--- config.mk ---
export PLATFORM = sky130hd
export DESIGN_NAME = spi_nvsram_cmd_status_protect
export DESIGN_NICKNAME = d
export VERILOG_FILES = /design/src/spi_nvsram_pkg.sv /design/src/spi_nvsram_cmd_status_protect.sv
export VERILOG_INCLUDE_DIRS = /design/src
export SDC_FILE = /design/constraint.sdc
export NUM_CORES = 1
export LEC_CHECK = 0
export BUFFER_PORTS_ARGS = -buffer_cell sky130_fd_sc_hd__buf_4
export CORE_ASPECT_RATIO = 1.75
export CORE_MARGIN = 3
export CORE_UTILIZATION = 34
export DETAILED_ROUTE_END_ITERATION = 7
export SLEW_MARGIN = 20
export SYNTH_ARGS = -nofsm -noshare
export SYNTH_HDL_FRONTEND = slang
export SYNTH_HIERARCHICAL = 1
export SYNTH_SLANG_ARGS = --single-unit
--- constraint.sdc ---
create_clock -name clk_i -period 7.2 [get_ports clk_i]
set_clock_uncertainty 0.2 [all_clocks]
set_input_delay 0.72 -clock clk_i [delete_from_list [all_inputs] [get_ports clk_i]]
set_output_delay 0.72 -clock clk_i [all_outputs]
set_load 0.01 [all_outputs]
--- src/spi_nvsram_map.svh ---
// Opcodes, status layout, guard bounds and sizes of the serial nvSRAM command block.
`ifndef SPI_NVSRAM_MAP_SVH
`define SPI_NVSRAM_MAP_SVH

`define OP_WR_ENABLE    8'h06
`define OP_WR_DISABLE   8'h04
`define OP_STAT_READ    8'h05
`define OP_STAT_WRITE   8'h01
`define OP_MEM_READ     8'h03
`define OP_MEM_WRITE    8'h02
`define OP_NV_SAVE      8'h3C
`define OP_NV_RESTORE   8'h60
`define OP_AUTOSAVE_ON  8'h59
`define OP_AUTOSAVE_OFF 8'h19
`define OP_RESERVED     8'h1E

`define ST_PIN_GUARD_BIT 7
`define ST_GUARD_HI_BIT  3
`define ST_GUARD_LO_BIT  2
`define ST_WEL_BIT       1
`define ST_BUSY_BIT      0
`define ST_RESET         8'h00

`define GUARD_QUARTER_BASE 15'h6000
`define GUARD_HALF_BASE    15'h4000

`define MEM_ADDR_W   15
`define FIFO_DEPTH   16
`define LAST_BIT_IDX 3'h7

`endif

--- src/spi_nvsram_pkg.sv ---
// Types shared by the serial nvSRAM command block and its write buffer.
package spi_nvsram_pkg;

    typedef enum logic [7:0] {
        ST_IDLE   = 8'h01,
        ST_OPCODE = 8'h02,
        ST_ADDR   = 8'h04,
        ST_WDATA  = 8'h08,
        ST_RDATA  = 8'h10,
        ST_STAT_W = 8'h20,
        ST_STAT_R = 8'h40,
        ST_IGNORE = 8'h80
    } state_t;

    typedef struct packed {
        logic       pin_guard;
        logic [2:0] spare;
        logic       guard_hi;
        logic       guard_lo;
        logic       wel;
        logic       busy;
    } status_t;

    typedef struct packed {
        logic [14:0] addr;
        logic [7:0]  data;
    } mem_wr_t;

    typedef struct packed {
        logic cs_n;
        logic sck;
        logic si;
        logic guard_n;
    } pins_t;

endpackage : spi_nvsram_pkg

--- src/spi_nvsram_cmd_status_protect.sv ---
// Serial nvSRAM opcode decoder, status register, write guarding and write buffer.
`timescale 1ns/1ps
`include "spi_nvsram_map.svh"

module fifo_buf #(
    parameter int WIDTH = 23,
    parameter int DEPTH = `FIFO_DEPTH
) (
    input  wire logic             clk_i,
    input  wire logic             rst_n_i,
    input  wire logic             in_valid_i,
    output logic                  in_ready_o,
    input  wire logic [WIDTH-1:0] in_data_i,
    output logic                  out_valid_o,
    input  wire logic             out_ready_i,
    output logic      [WIDTH-1:0] out_data_o
);
    localparam int AW = $clog2(DEPTH);

    logic [WIDTH-1:0] mem [DEPTH];
    logic [AW:0]      wp;
    logic [AW:0]      rp;

    assign in_ready_o  = !((wp[AW] != rp[AW]) && (wp[AW-1:0] == rp[AW-1:0]));
    assign out_valid_o = (wp != rp);
    assign out_data_o  = mem[rp[AW-1:0]];

    always_ff @(posedge clk_i) begin
        if (in_valid_i && in_ready_o) begin
            mem[wp[AW-1:0]] <= in_data_i;
        end
    end

    always_ff @(posedge clk_i or negedge rst_n_i) begin
        if (!rst_n_i) begin
            wp <= '0;
            rp <= '0;
        end else begin
            if (in_valid_i && in_ready_o) begin
                wp <= wp + 1'b1;
            end
            if (out_valid_o && out_ready_i) begin
                rp <= rp + 1'b1;
            end
        end
    end
endmodule : fifo_buf

// Function
// - Active while selected, standby after save/restore ends.
// - Instruction starts at select fall, MSB first.
// - 06h sets, 04h clears write enable.
// - 05h reads, 01h writes status register.
// - 03h reads, 02h writes memory array.
// - 3Ch saves, 60h restores nonvolatile copy.
// - Ten opcodes; 59h/19h autosave; 1Eh reserved.
// - Status: pin guard, spare, guards, latch, busy.
// - Busy bit follows save/restore, read only.
// - Status read shifts status out on SO.
// - Status write takes eight bits, needs latch.
// - Status write changes only bits 7, 3, 2.
// - Spare bits cleared at power-up, read zero.
// - Guard, spare and latch bits start zero.
// - Write enable latch cleared at power-up.
// - Write-class opcodes ignored while latch clear.
// - Write enable opcode sets the latch.
// - Completed write-class instruction clears the latch.
// - Write disable clears latch at select rise.
// - Status becomes nonvolatile only by save.
// - Guard bits protect quarter, half or all.
// - Pin guard enable gates the guard pin.
// - Low guard pin with enable rejects status write.
// - Unknown opcode ignores input, SO stays off.
// - Sample SI on rising, drive SO falling.
// - Guarded burst writes skip data, address advances.
module spi_nvsram_cmd_status_protect
    import spi_nvsram_pkg::*;
#(
    parameter logic AUTOSAVE_DEFAULT = 1'b1
) (
    input  wire logic        clk_i,
    input  wire logic        rst_n_i,
    input  wire logic        cs_n_i,
    input  wire logic        sck_i,
    input  wire logic        si_i,
    input  wire logic        guard_pin_n_i,
    output logic             so_o,
    output logic             so_oe_n_o,
    output logic             active_o,
    output logic             standby_o,
    input  wire logic        nv_busy_i,
    output logic             save_req_o,
    output logic             restore_req_o,
    output logic             autosave_en_o,
    output status_t          nv_status_o,
    input  wire status_t     restore_status_i,
    input  wire logic        restore_load_i,
    output logic             mem_rd_req_o,
    output logic [14:0]      mem_rd_addr_o,
    input  wire logic [7:0]  mem_rd_data_i,
    output logic             mem_wr_valid_o,
    output mem_wr_t          mem_wr_o,
    input  wire logic        mem_wr_ready_i,
    output logic             wr_overflow_o
);
    pins_t       sync1;
    pins_t       sync2;
    logic        sck_d;
    logic        cs_d;
    state_t      state;
    logic [7:0]  op;
    logic [2:0]  bit_cnt;
    logic [7:0]  rx_sh;
    logic        addr_hi_done;
    logic [14:0] addr;
    logic [14:0] next_addr;
    logic [7:0]  tx_sh;
    logic        rd_pend;
    logic        committed;
    logic        guard_ok;
    logic        pin_guard;
    logic        guard_hi;
    logic        guard_lo;
    logic        wel;
    logic        busy;
    status_t     status;
    logic        wr_push;
    mem_wr_t     wr_word;
    logic        fifo_in_ready;
    logic        fifo_valid;
    logic        fifo_ready;
    mem_wr_t     fifo_data;
    logic        sck_rise;
    logic        sck_fall;
    logic        cs_rise;
    logic        cs_fall;
    logic        byte_done;
    logic        tx_on;
    logic [7:0]  rx_byte;

    function automatic logic guarded(input logic [14:0] a, input logic hi, input logic lo);
        case ({hi, lo})
            2'b00:   guarded = 1'b0;
            2'b01:   guarded = (a >= `GUARD_QUARTER_BASE);
            2'b10:   guarded = (a >= `GUARD_HALF_BASE);
            default: guarded = 1'b1;
        endcase
    endfunction : guarded

    // Pins cross into the clock domain through two flip-flops.
    always_ff @(posedge clk_i or negedge rst_n_i) begin
        if (!rst_n_i) begin
            sync1 <= '{cs_n: 1'b1, sck: 1'b0, si: 1'b0, guard_n: 1'b1};
            sync2 <= '{cs_n: 1'b1, sck: 1'b0, si: 1'b0, guard_n: 1'b1};
            sck_d <= 1'b0;
            cs_d  <= 1'b1;
        end else begin
            sync1 <= '{cs_n: cs_n_i, sck: sck_i, si: si_i, guard_n: guard_pin_n_i};
            sync2 <= sync1;
            sck_d <= sync2.sck;
            cs_d  <= sync2.cs_n;
        end
    end

    assign sck_rise  = sync2.sck && !sck_d;
    assign sck_fall  = !sync2.sck && sck_d;
    assign cs_fall   = cs_d && !sync2.cs_n;
    assign cs_rise   = !cs_d && sync2.cs_n;
    assign rx_byte   = {rx_sh[6:0], sync2.si};
    assign byte_done = sck_rise && (bit_cnt == `LAST_BIT_IDX) && !cs_rise &&
                       (state != ST_IDLE) && (state != ST_IGNORE);
    assign tx_on     = (state == ST_STAT_R) || (state == ST_RDATA);
    assign next_addr = (state == ST_ADDR) ? {addr[14:8], rx_byte} : addr + 15'h0001;
    assign status    = '{pin_guard: pin_guard, spare: 3'h0, guard_hi: guard_hi,
                         guard_lo: guard_lo, wel: wel, busy: busy};

    always_ff @(posedge clk_i or negedge rst_n_i) begin
        if (!rst_n_i) begin
            bit_cnt <= 3'h0;
            rx_sh   <= 8'h00;
        end else if (cs_fall) begin
            bit_cnt <= 3'h0;
        end else if (sck_rise && !sync2.cs_n) begin
            bit_cnt <= bit_cnt + 3'h1;
            rx_sh   <= rx_byte;
        end
    end

    // Decoder: one opcode per select, unknown codes park in ST_IGNORE.
    always_ff @(posedge clk_i or negedge rst_n_i) begin
        if (!rst_n_i) begin
            state <= ST_IDLE;
        end else if (cs_rise) begin
            state <= ST_IDLE;
        end else if (cs_fall) begin
            state <= ST_OPCODE;
        end else if (byte_done) begin
            case (state)
                ST_OPCODE: begin
                    case (rx_byte)
                        `OP_STAT_READ:  state <= ST_STAT_R;
                        `OP_STAT_WRITE: state <= wel ? ST_STAT_W : ST_IGNORE;
                        `OP_MEM_READ:   state <= ST_ADDR;
                        `OP_MEM_WRITE:  state <= wel ? ST_ADDR : ST_IGNORE;
                        default:        state <= ST_IGNORE;
                    endcase
                end
                ST_ADDR: begin
                    if (addr_hi_done) begin
                        state <= (op == `OP_MEM_WRITE) ? ST_WDATA : ST_RDATA;
                    end
                end
                ST_STAT_W: state <= ST_IGNORE;
                default:   state <= state;
            endcase
        end
    end

    always_ff @(posedge clk_i or negedge rst_n_i) begin
        if (!rst_n_i) begin
            op           <= 8'h00;
            addr_hi_done <= 1'b0;
            addr         <= 15'h0000;
        end else if (cs_fall) begin
            addr_hi_done <= 1'b0;
        end else if (byte_done) begin
            if (state == ST_OPCODE) begin
                op <= rx_byte;
            end
            if (state == ST_ADDR && !addr_hi_done) begin
                addr[14:8]   <= rx_byte[6:0];
                addr_hi_done <= 1'b1;
            end else if (state == ST_ADDR || tx_on || state == ST_WDATA) begin
                addr <= next_addr;
            end
        end
    end

    // Marks an accepted write-class instruction whose latch clear waits for select rise.
    always_ff @(posedge clk_i or negedge rst_n_i) begin
        if (!rst_n_i) begin
            committed <= 1'b0;
        end else if (cs_fall) begin
            committed <= 1'b0;
        end else if (byte_done) begin
            if (state == ST_OPCODE) begin
                committed <= (rx_byte == `OP_WR_DISABLE) ||
                             (wel && (rx_byte == `OP_NV_SAVE || rx_byte == `OP_NV_RESTORE ||
                              rx_byte == `OP_AUTOSAVE_ON || rx_byte == `OP_AUTOSAVE_OFF));
            end else if (state == ST_STAT_W || state == ST_WDATA) begin
                committed <= 1'b1;
            end
        end
    end

    always_ff @(posedge clk_i or negedge rst_n_i) begin
        if (!rst_n_i) begin
            wel <= 1'b0;
        end else if (cs_rise && committed) begin
            wel <= 1'b0;
        end else if (byte_done && state == ST_OPCODE && rx_byte == `OP_WR_ENABLE) begin
            wel <= 1'b1;
        end
    end

    always_ff @(posedge clk_i or negedge rst_n_i) begin
        if (!rst_n_i) begin
            guard_ok <= 1'b1;
        end else if (cs_fall) begin
            guard_ok <= !(pin_guard && !sync2.guard_n);
        end
    end

    always_ff @(posedge clk_i or negedge rst_n_i) begin
        if (!rst_n_i) begin
            pin_guard <= 1'b0;
            guard_hi  <= 1'b0;
            guard_lo  <= 1'b0;
        end else if (byte_done && state == ST_STAT_W && guard_ok) begin
            pin_guard <= rx_byte[`ST_PIN_GUARD_BIT];
            guard_hi  <= rx_byte[`ST_GUARD_HI_BIT];
            guard_lo  <= rx_byte[`ST_GUARD_LO_BIT];
        end else if (restore_load_i) begin
            pin_guard <= restore_status_i.pin_guard;
            guard_hi  <= restore_status_i.guard_hi;
            guard_lo  <= restore_status_i.guard_lo;
        end
    end

    always_ff @(posedge clk_i or negedge rst_n_i) begin
        if (!rst_n_i) begin
            busy          <= 1'b0;
            save_req_o    <= 1'b0;
            restore_req_o <= 1'b0;
            autosave_en_o <= AUTOSAVE_DEFAULT;
            nv_status_o   <= `ST_RESET;
        end else begin
            busy          <= nv_busy_i || save_req_o || restore_req_o;
            save_req_o    <= cs_rise && committed && op == `OP_NV_SAVE;
            restore_req_o <= cs_rise && committed && op == `OP_NV_RESTORE;
            nv_status_o   <= status;
            if (cs_rise && committed && op == `OP_AUTOSAVE_ON) begin
                autosave_en_o <= 1'b1;
            end else if (cs_rise && committed && op == `OP_AUTOSAVE_OFF) begin
                autosave_en_o <= 1'b0;
            end
        end
    end

    always_ff @(posedge clk_i or negedge rst_n_i) begin
        if (!rst_n_i) begin
            active_o  <= 1'b0;
            standby_o <= 1'b1;
        end else begin
            active_o  <= !sync2.cs_n;
            standby_o <= sync2.cs_n && cs_d && !busy && !nv_busy_i &&
                         !save_req_o && !restore_req_o;
        end
    end

    always_ff @(posedge clk_i or negedge rst_n_i) begin
        if (!rst_n_i) begin
            mem_rd_req_o  <= 1'b0;
            mem_rd_addr_o <= 15'h0000;
            rd_pend       <= 1'b0;
        end else begin
            mem_rd_req_o <= byte_done && ((state == ST_ADDR && addr_hi_done &&
                            op == `OP_MEM_READ) || state == ST_RDATA);
            rd_pend      <= mem_rd_req_o;
            if (byte_done) begin
                mem_rd_addr_o <= next_addr;
            end
        end
    end

    always_ff @(posedge clk_i or negedge rst_n_i) begin
        if (!rst_n_i) begin
            tx_sh <= 8'h00;
            so_o  <= 1'b0;
        end else if (byte_done && ((state == ST_OPCODE && rx_byte == `OP_STAT_READ) ||
                                   state == ST_STAT_R)) begin
            tx_sh <= status;
        end else if (rd_pend) begin
            tx_sh <= mem_rd_data_i;
        end else if (sck_fall && tx_on) begin
            so_o  <= tx_sh[7];
            tx_sh <= {tx_sh[6:0], 1'b0};
        end
    end

    always_ff @(posedge clk_i or negedge rst_n_i) begin
        if (!rst_n_i) begin
            so_oe_n_o <= 1'b1;
        end else begin
            so_oe_n_o <= !(tx_on && !sync2.cs_n);
        end
    end

    always_ff @(posedge clk_i or negedge rst_n_i) begin
        if (!rst_n_i) begin
            wr_push       <= 1'b0;
            wr_word       <= '0;
            wr_overflow_o <= 1'b0;
        end else begin
            wr_push <= byte_done && state == ST_WDATA && !guarded(addr, guard_hi, guard_lo);
            wr_word <= '{addr: addr, data: rx_byte};
            if (wr_push && !fifo_in_ready) begin
                wr_overflow_o <= 1'b1;
            end else if (cs_fall) begin
                wr_overflow_o <= 1'b0;
            end
        end
    end

    fifo_buf #(
        .WIDTH ($bits(mem_wr_t)),
        .DEPTH (`FIFO_DEPTH)
    ) u_wr_fifo (
        .clk_i       (clk_i),
        .rst_n_i     (rst_n_i),
        .in_valid_i  (wr_push),
        .in_ready_o  (fifo_in_ready),
        .in_data_i   (wr_word),
        .out_valid_o (fifo_valid),
        .out_ready_i (fifo_ready),
        .out_data_o  (fifo_data)
    );

    assign fifo_ready = !mem_wr_valid_o || mem_wr_ready_i;

    always_ff @(posedge clk_i or negedge rst_n_i) begin
        if (!rst_n_i) begin
            mem_wr_valid_o <= 1'b0;
            mem_wr_o       <= '0;
        end else if (fifo_ready) begin
            mem_wr_valid_o <= fifo_valid;
            mem_wr_o       <= fifo_data;
        end
    end
endmodule : spi_nvsram_cmd_status_protect

==> flow_summary.toml, run 1 <==
[run_status]
status = "complete, no violations"

[floorplanning]
std_cell_rows = 119
core_um2 = 60450
dieHeight_um = 333.6
ios = 81
dieArea_um2 = 64440
die_w_um = 193.2
initial_core_util = 0.3448

[critical_path]
slowest_delay_ns = 0.88
worstPathRequired_ns = 7.22
cp-end-kind = "flop"
cp_slowest_cell = "nor3_2"
arrival_ns = 3.44
reg2regPathDepth = 5
crit_family = "simple AND/OR/NAND/NOR gates"
r2r-end = "u_wr_fifo/mem[9][15]"
worstSetupStartpointType = "flop"
rrSetupSlack_ns = 3.79
crit_type = "reg2reg"
critPathBufInv = 1
timing.rr.start = "u_wr_fifo/rp[1]"
cp_max_fo = 39
path_cells = "xnor2_1 > nand4_4 > nor2_4 > nor3_2 > buf_4"

[logic_synthesis]
synth_flop_cell = "edfxtp_1"
async_flop_share = 0.2964
syn-cell-area_um2 = 20850
synth.area.top_cells = "edfxtp_1, dfrtp_1, mux4_2"
ys_seq_elements = 523
synth_cells = 1197
yosysSeqAreaShare = 0.7168
syn-mean-instance-area_um2 = 17.42
synth_top_area_share = 0.5301
synth_common_cells = "edfxtp_1, dfrtp_1, mux4_2"
synth_most_common_cell = "edfxtp_1"
yosysWarningCount = 6
synth.largest_area_cell = "edfxtp_1"
synth_cell_types = 81
synth-edff-count = 368

[route]
avgViaCountPerCell = 5.189
wire_per_inst_um = 22.51
ant_nets = 0
detail_route.first_pass.iterations = 5
route.detailed.drc = 0
drt-initial-drc-count = 817
totalWireLength_um = 47300
vias = 10902

[clock_network]
cts_root_buffer = "clkbuf_16"
clock-sinks = 523
cts_buffers = 45
tritoncts = "done"
clk_pin_slew_worst_paths_ns = 0.07
h-tree-depth = 2
cts_resized = 0
clk_latency_ns = 0.57
cts_buffer_depth = 3
cts_setup_buffers = 0

[global_routing]
grt_antenna_before_repair = 0
grt_max_degree = 71
grt_pass1_wl_um = 71420
grt_pass1_vias = 11637
overflow = 0
grt_usage = 0.1484

[timing]
slew_headroom = 0.3230
setup_viol = 0
hold-worst-slack_ns = 0.05548
final_max_slew_viol_count = 0
max_freq_ghz = 0.2930
hold_viol_final = 0
worst_pin_slew_ns = 1.010
fin_crit_sh = 0.4740
tns_ns = 0
grt_setup_unrepaired = "false"
finalCriticalPeriod_ns = 3.413

[layout]
drive_gt1_frac = 0.2707
fillCellCount = 5599
syn_to_final_growth_pct = 14.20
diodes = 0
nNetsFinal = 1315

[place]
dp_hpwl_um = 28930
place_congestion = 0.8550
io_buffer_count = 72

[pwr]
leakage_nw = 8.637
peakVddDrop_uv = 153.8
cellPowerDensity_nw_per_um2 = 250.5

[min_path]
hold_path.class = "in2reg"
hold_path_end = "sync1[3]"
min_path_cells = 1
min_from = "cs_n_i"

[run]
maxCapViolCount = 0
-- worst max-delay path by stage --
stage / start / end / depth (start not counted)
3_3_place_gp: u_wr_fifo/rp[1] / u_wr_fifo/mem[7][1] / 5
5_1_grt: u_wr_fifo/rp[1] / u_wr_fifo/mem[9][21] / 5
2_1_floorplan: u_wr_fifo/rp[4] / u_wr_fifo/mem[0][0] / 3
3_5_place_dp: u_wr_fifo/rp[1] / u_wr_fifo/mem[9][19] / 5
6_report: u_wr_fifo/rp[1] / u_wr_fifo/mem[9][15] / 5
4_1_cts: u_wr_fifo/rp[1] / u_wr_fifo/mem[9][15] / 5
-- power breakdown --
group	total (mW)	switching [mW]	leakage (nW)	internal, mW
registers	3.39	0.106	5.70	3.29
clock network	2.41	1.07	0.724	1.33
logic	0.165	0.0977	2.21	0.0670
-- area by class of cell --
class / count / area, um2 / area share
clock inverters: 17 / 166.4 / 0.006990
repair buffers: 102 / 775.7 / 0.03259
multi-input cells: 583 / 5543 / 0.2328
well taps: 786 / 983.4 / 0.04131
flip-flops and latches: 523 / 14950 / 0.6280
clock buffers: 67 / 1301 / 0.05466
inverters: 23 / 86.33 / 0.003626
-- state kept, by name (all words and copies together) (netlist names), 3 cells and up --
name and cells:
addr 15, bit_cnt 3, mem_rd_addr_o 15, mem_wr_o 23, nv_status_o 5, op 8, rx_sh 7, state 8
sync1 4, sync2 3, tx_sh 8, u_wr_fifo/mem 368, u_wr_fifo/rp 5, u_wr_fifo/wp 5, wr_word 23
-- per-stage QoR --
| stage | setup slack (ns) | utilization | area [um2] | power, mW | instances |
|---|---|---|---|---|---|
| 2_1_floorplan | 3.317 | - | 20850 | 3.505 | 1199 |
| 3_3_place_gp | 3.599 | 0.3691 | 22310 | 3.612 | 2016 |
| 3_5_place_dp | 3.699 | 0.3692 | 22320 | 3.621 | 2016 |
| 4_1_cts | 3.701 | 0.3937 | 23800 | 6.036 | 2101 |
| 5_1_grt | 3.604 | 0.3938 | 23810 | 6.171 | 2101 |
| 6_report | 3.787 | 0.3938 | 23810 | 5.962 | 2101 |
-- repair_timing --
item	4_1_cts	5_1_grt
endpoints found under the setup margin	0	0
hold buffers	1	0
hold endpoints to repair	60	0
-- routing by layer --
| layer | up-vias | part of all wire | GRT usage |
|---|---|---|---|
| li1 | 4838 | - | - |
| met1 | 5677 | 0.37 | 0.1700 |
| met2 | 265 | 0.54 | 0.2686 |
| met3 | 122 | 0.036 | 0.01998 |
| met4 | 0 | 0.051 | 0.07316 |
| met5 | - | 0 | 0 |
-- logic make-up (layout without fill, tap and decap cells) --
group | after synthesis | after routing | synth area share
adders and majority gates | 13 | 13 | 0.007682
muxes | 156 | 156 | 0.1346
xor gates and xnor gates | 28 | 28 | 0.01176
DFF | 523 | 523 | 0.7168
and+or+nand+nor | 221 | 221 | 0.05522
other | 1 | 3 | 0.0001799
AOI/OAI and AO/OA | 162 | 162 | 0.05066
buffers and inverters | 93 | 209 | 0.02317
-- worst register-to-register path, cell delays in order, from the launching register on --
cell	delay (ns)
dfrtp_4	0.87
xnor2_1	0.26
nand4_4	0.23
nor2_4	0.15
nor3_2	0.88
buf_4	0.48
-- cell usage in the layout, fill, tap and decap left out, types with 11 or more instances in the layout --
cell type,n
a21oi_1,20
buf_4,99
clkbuf_1,13
clkbuf_16,46
dfrtp_1,142
edfxtp_1,368
ha_1,12
inv_1,22
mux2_2,44
mux2i_1,11
mux4_2,89
nand2_1,60
nand3_1,11
nand4_1,11
nor2_1,56
nor3_2,11
o21ai_0,28
o22ai_1,51
xnor2_1,21
Power figures use the tool's default switching activity.
==> run 2, diff against run 1 <==
ABC_AREA = 1   (was not set)
clock period = 3 ns   (was 7.2 ns; I/O delays follow)
==> run 2 against run 1 <==
Against the previous run: the run now ends with hold timing left; hold slack got worse by 0.056 ns; worst setup slack got worse by 3.5 ns; sequential power increased by 140%; via count grew 37%; non-clock buffer count increased by 38; flip-flop and latch count unchanged; critical path depth increased by 6; total power rose to 2.5 times the previous value; synthesized cell count rose by 75%; wire length increased by 17%; critical path type unchanged.
==> flow_summary.toml, run 2 <==
[run_status]
status = "finished, violations left"
violations = "hold timing"

[timing]
grt_setup_unrepaired = "false"
slew_headroom = 0.3701
fin_crit_sh = 0.9058
worst_pin_slew_ns = 0.9416
tns_ns = 0
max_freq_ghz = 0.3680
hold-worst-slack_ns = -0.0004149
setup_viol = 0
final_max_slew_viol_count = 0
hold_viol_final = 3
final.setup.worst_slack_ns = 0.2826
finalCriticalPeriod_ns = 2.717

[global_routing]
overflow = 0
grt_usage = 0.1609
grt_antenna_before_repair = 0
grt_max_degree = 186
grt_pass1_wl_um = 84680
grt_pass1_vias = 14885

[pwr]
peakVddDrop_uv = 427.7
power.internal_mw = 11.60
power.switching_mw = 3.378
netSwitchingFraction = 0.2255
power_frac_seq = 0.543
power_mw = 14.98
leakage_nw = 10.61
cellPowerDensity_nw_per_um2 = 588.1
power_frac_clock = 0.412
combPwrFrac = 0.045

[layout]
drive_gt1_frac = 0.1379
largest_reg_flops = 368
nNetsFinal = 2226
final_cell_mix = "nand2_1, edfxtp_1, nor2_1"
diodes = 0
multi_input_area_um2 = 6304
final_common_cell = "nand2_1"
syn_to_final_growth_pct = 15.08
fillCellCount = 6014
regArea_um2 = 14950

[logic_synthesis]
synth_common_cells = "nand2_1, edfxtp_1, nor2_1"
yosysSeqAreaShare = 0.6750
ys_seq_elements = 523
synth_flop_cell = "edfxtp_1"
synth_cells = 2094
synth_most_common_cell = "nand2_1"
synth.area.top_cells = "edfxtp_1, dfrtp_1, nand2_1"
syn-mean-instance-area_um2 = 10.57
syn-cell-area_um2 = 22140
synth.largest_area_cell = "edfxtp_1"
synth_cell_types = 38
async_flop_share = 0.2964
yosysWarningCount = 6
synth_top_area_share = 0.4992
synth-edff-count = 368

[critical_path]
cp-end-kind = "flop"
slowest_delay_ns = 0.55
timing.rr.start = "cs_d"
startpoint = "cs_d"
rrSetupSlack_ns = 0.28
reg2regPathDepth = 11
path_cells = "inv_1 > ha_1 > inv_1 > nand2_1 > nor3_2 > nand3_4 > inv_8 > nand3_2 > nand3_1 > dlygate4sd3_1 > nand3_1"
crit_family = "buffers and inverters"
r2r-end = "guard_hi"
critPathBufInv = 4
crit_type = "reg2reg"
worst-path-stages = 11
worstPathRequired_ns = 3.26
arrival_ns = 2.97
cp_max_fo = 17
cp_slowest_cell = "dlygate4sd3_1"
critPathCapture = "guard_hi"
worstSetupStartpointType = "flop"

[route]
ant_nets = 0
avgViaCountPerCell = 4.901
route.met3.wl_um = 2229
drt-initial-drc-count = 1057
wl_met2_um = 29640
wire_per_inst_um = 18.21
vias = 14893
met1_length_um = 20990
detail_route.first_pass.iterations = 6
top_layer = "met4"
totalWireLength_um = 55330
route.detailed.drc = 0

[clock_network]
clk_pin_slew_worst_paths_ns = 0.07
h-tree-depth = 2
cts_root_buffer = "clkbuf_16"
tritoncts = "done"
cts_buffers = 46
clk_latency_ns = 0.57
cts_buffer_depth = 3
clock-sinks = 523

[floorplanning]
std_cell_rows = 123
dieArea_um2 = 68320
dieHeight_um = 343.5
die_w_um = 198.9
ios = 81
core_um2 = 64330
initial_core_util = 0.3441

[run]
maxCapViolCount = 0

[min_path]
hold_path.class = "in2async"

[place]
place_congestion = 0.8805
dp_hpwl_um = 33640
io_buffer_count = 72
place_ws_ns = 0.4957
-- run 2: worst reg2reg max path, cell delays in order (launching register included) --
cell and delay [ns]:
dfstp_2 0.54, inv_1 0.05, ha_1 0.20, inv_1 0.08
nand2_1 0.06, nor3_2 0.22, nand3_4 0.19, inv_8 0.16
nand3_2 0.16, nand3_1 0.11, dlygate4sd3_1 0.55, nand3_1 0.07
-- run 2: per-layer routing --
layer | global-route usage | vias up
met3 | 0.02116 | 122
met5 | 0 | -
met4 | 0.07254 | 0
li1 | - | 7176
met1 | 0.1796 | 7225
met2 | 0.3013 | 370
-- run 2: worst min-delay path by stage --
| stage | endpoint | slack (ns) | from | depth (start not counted) |
|---|---|---|---|---|
| finish | mem_wr_o[18] | -0.0004 | rst_n_i | 2 |
| global route | mem_wr_o[18] | 0.03 | rst_n_i | 2 |
| CTS | mem_wr_o[18] | 0.004 | rst_n_i | 2 |
| detailed placement | mem_wr_o[18] | 0.05 | rst_n_i | 1 |
| global placement | mem_wr_o[18] | 0.05 | rst_n_i | 1 |
| floorplan | active_o | -0.20 | rst_n_i | 0 |
-- run 2: final cells by class --
cell class,instances,area share
sequential,523,0.5868
tap,812,0.03988
multi-input combinational,1375,0.2474
clock inverter,30,0.01351
inverter,103,0.01557
timing repair buffer,140,0.04887
clock buffer,56,0.04789
-- run 2: power groups by stage --
stage / clock network (mW) / registers (mW) / logic [mW]
final: 6.17 / 8.13 / 0.678
after global routing: 6.56 / 8.15 / 0.761
after CTS: 6.31 / 8.13 / 0.684
after detailed placement: 0 / 8.28 / 0.661
after global placement: 0 / 8.26 / 0.643
after floorplan: 0 / 8.20 / 0.446
-- run 2: timing repair --
action                                  in CTS  in global routing
hold buffers                                21                  0
resized for setup                            0                  2
hold endpoints to repair                   162                  0
endpoints found under the setup margin       0                  3
buffers inserted                             0                  4
-- run 2: cell families after synthesis --
group | Yosys count | synth area share
and+or+nand+nor | 1106 | 0.2092
DFF | 523 | 0.6750
AOI/OAI and AO/OA | 221 | 0.05177
buffers and inverters | 198 | 0.04137
muxes | 23 | 0.01170
adders and majority gates | 12 | 0.006783
xor gates and xnor gates | 10 | 0.003956
other | 1 | 0.0001694
-- run 2: stage by stage --
stage,instance area [um2],cells,utilization
2_1_floorplan,22140,2096,-
3_3_place_gp,23670,2928,0.3679
3_5_place_dp,23670,2928,0.3679
4_1_cts,25440,3035,0.3955
5_1_grt,25470,3039,0.3960
6_report,25470,3039,0.3960
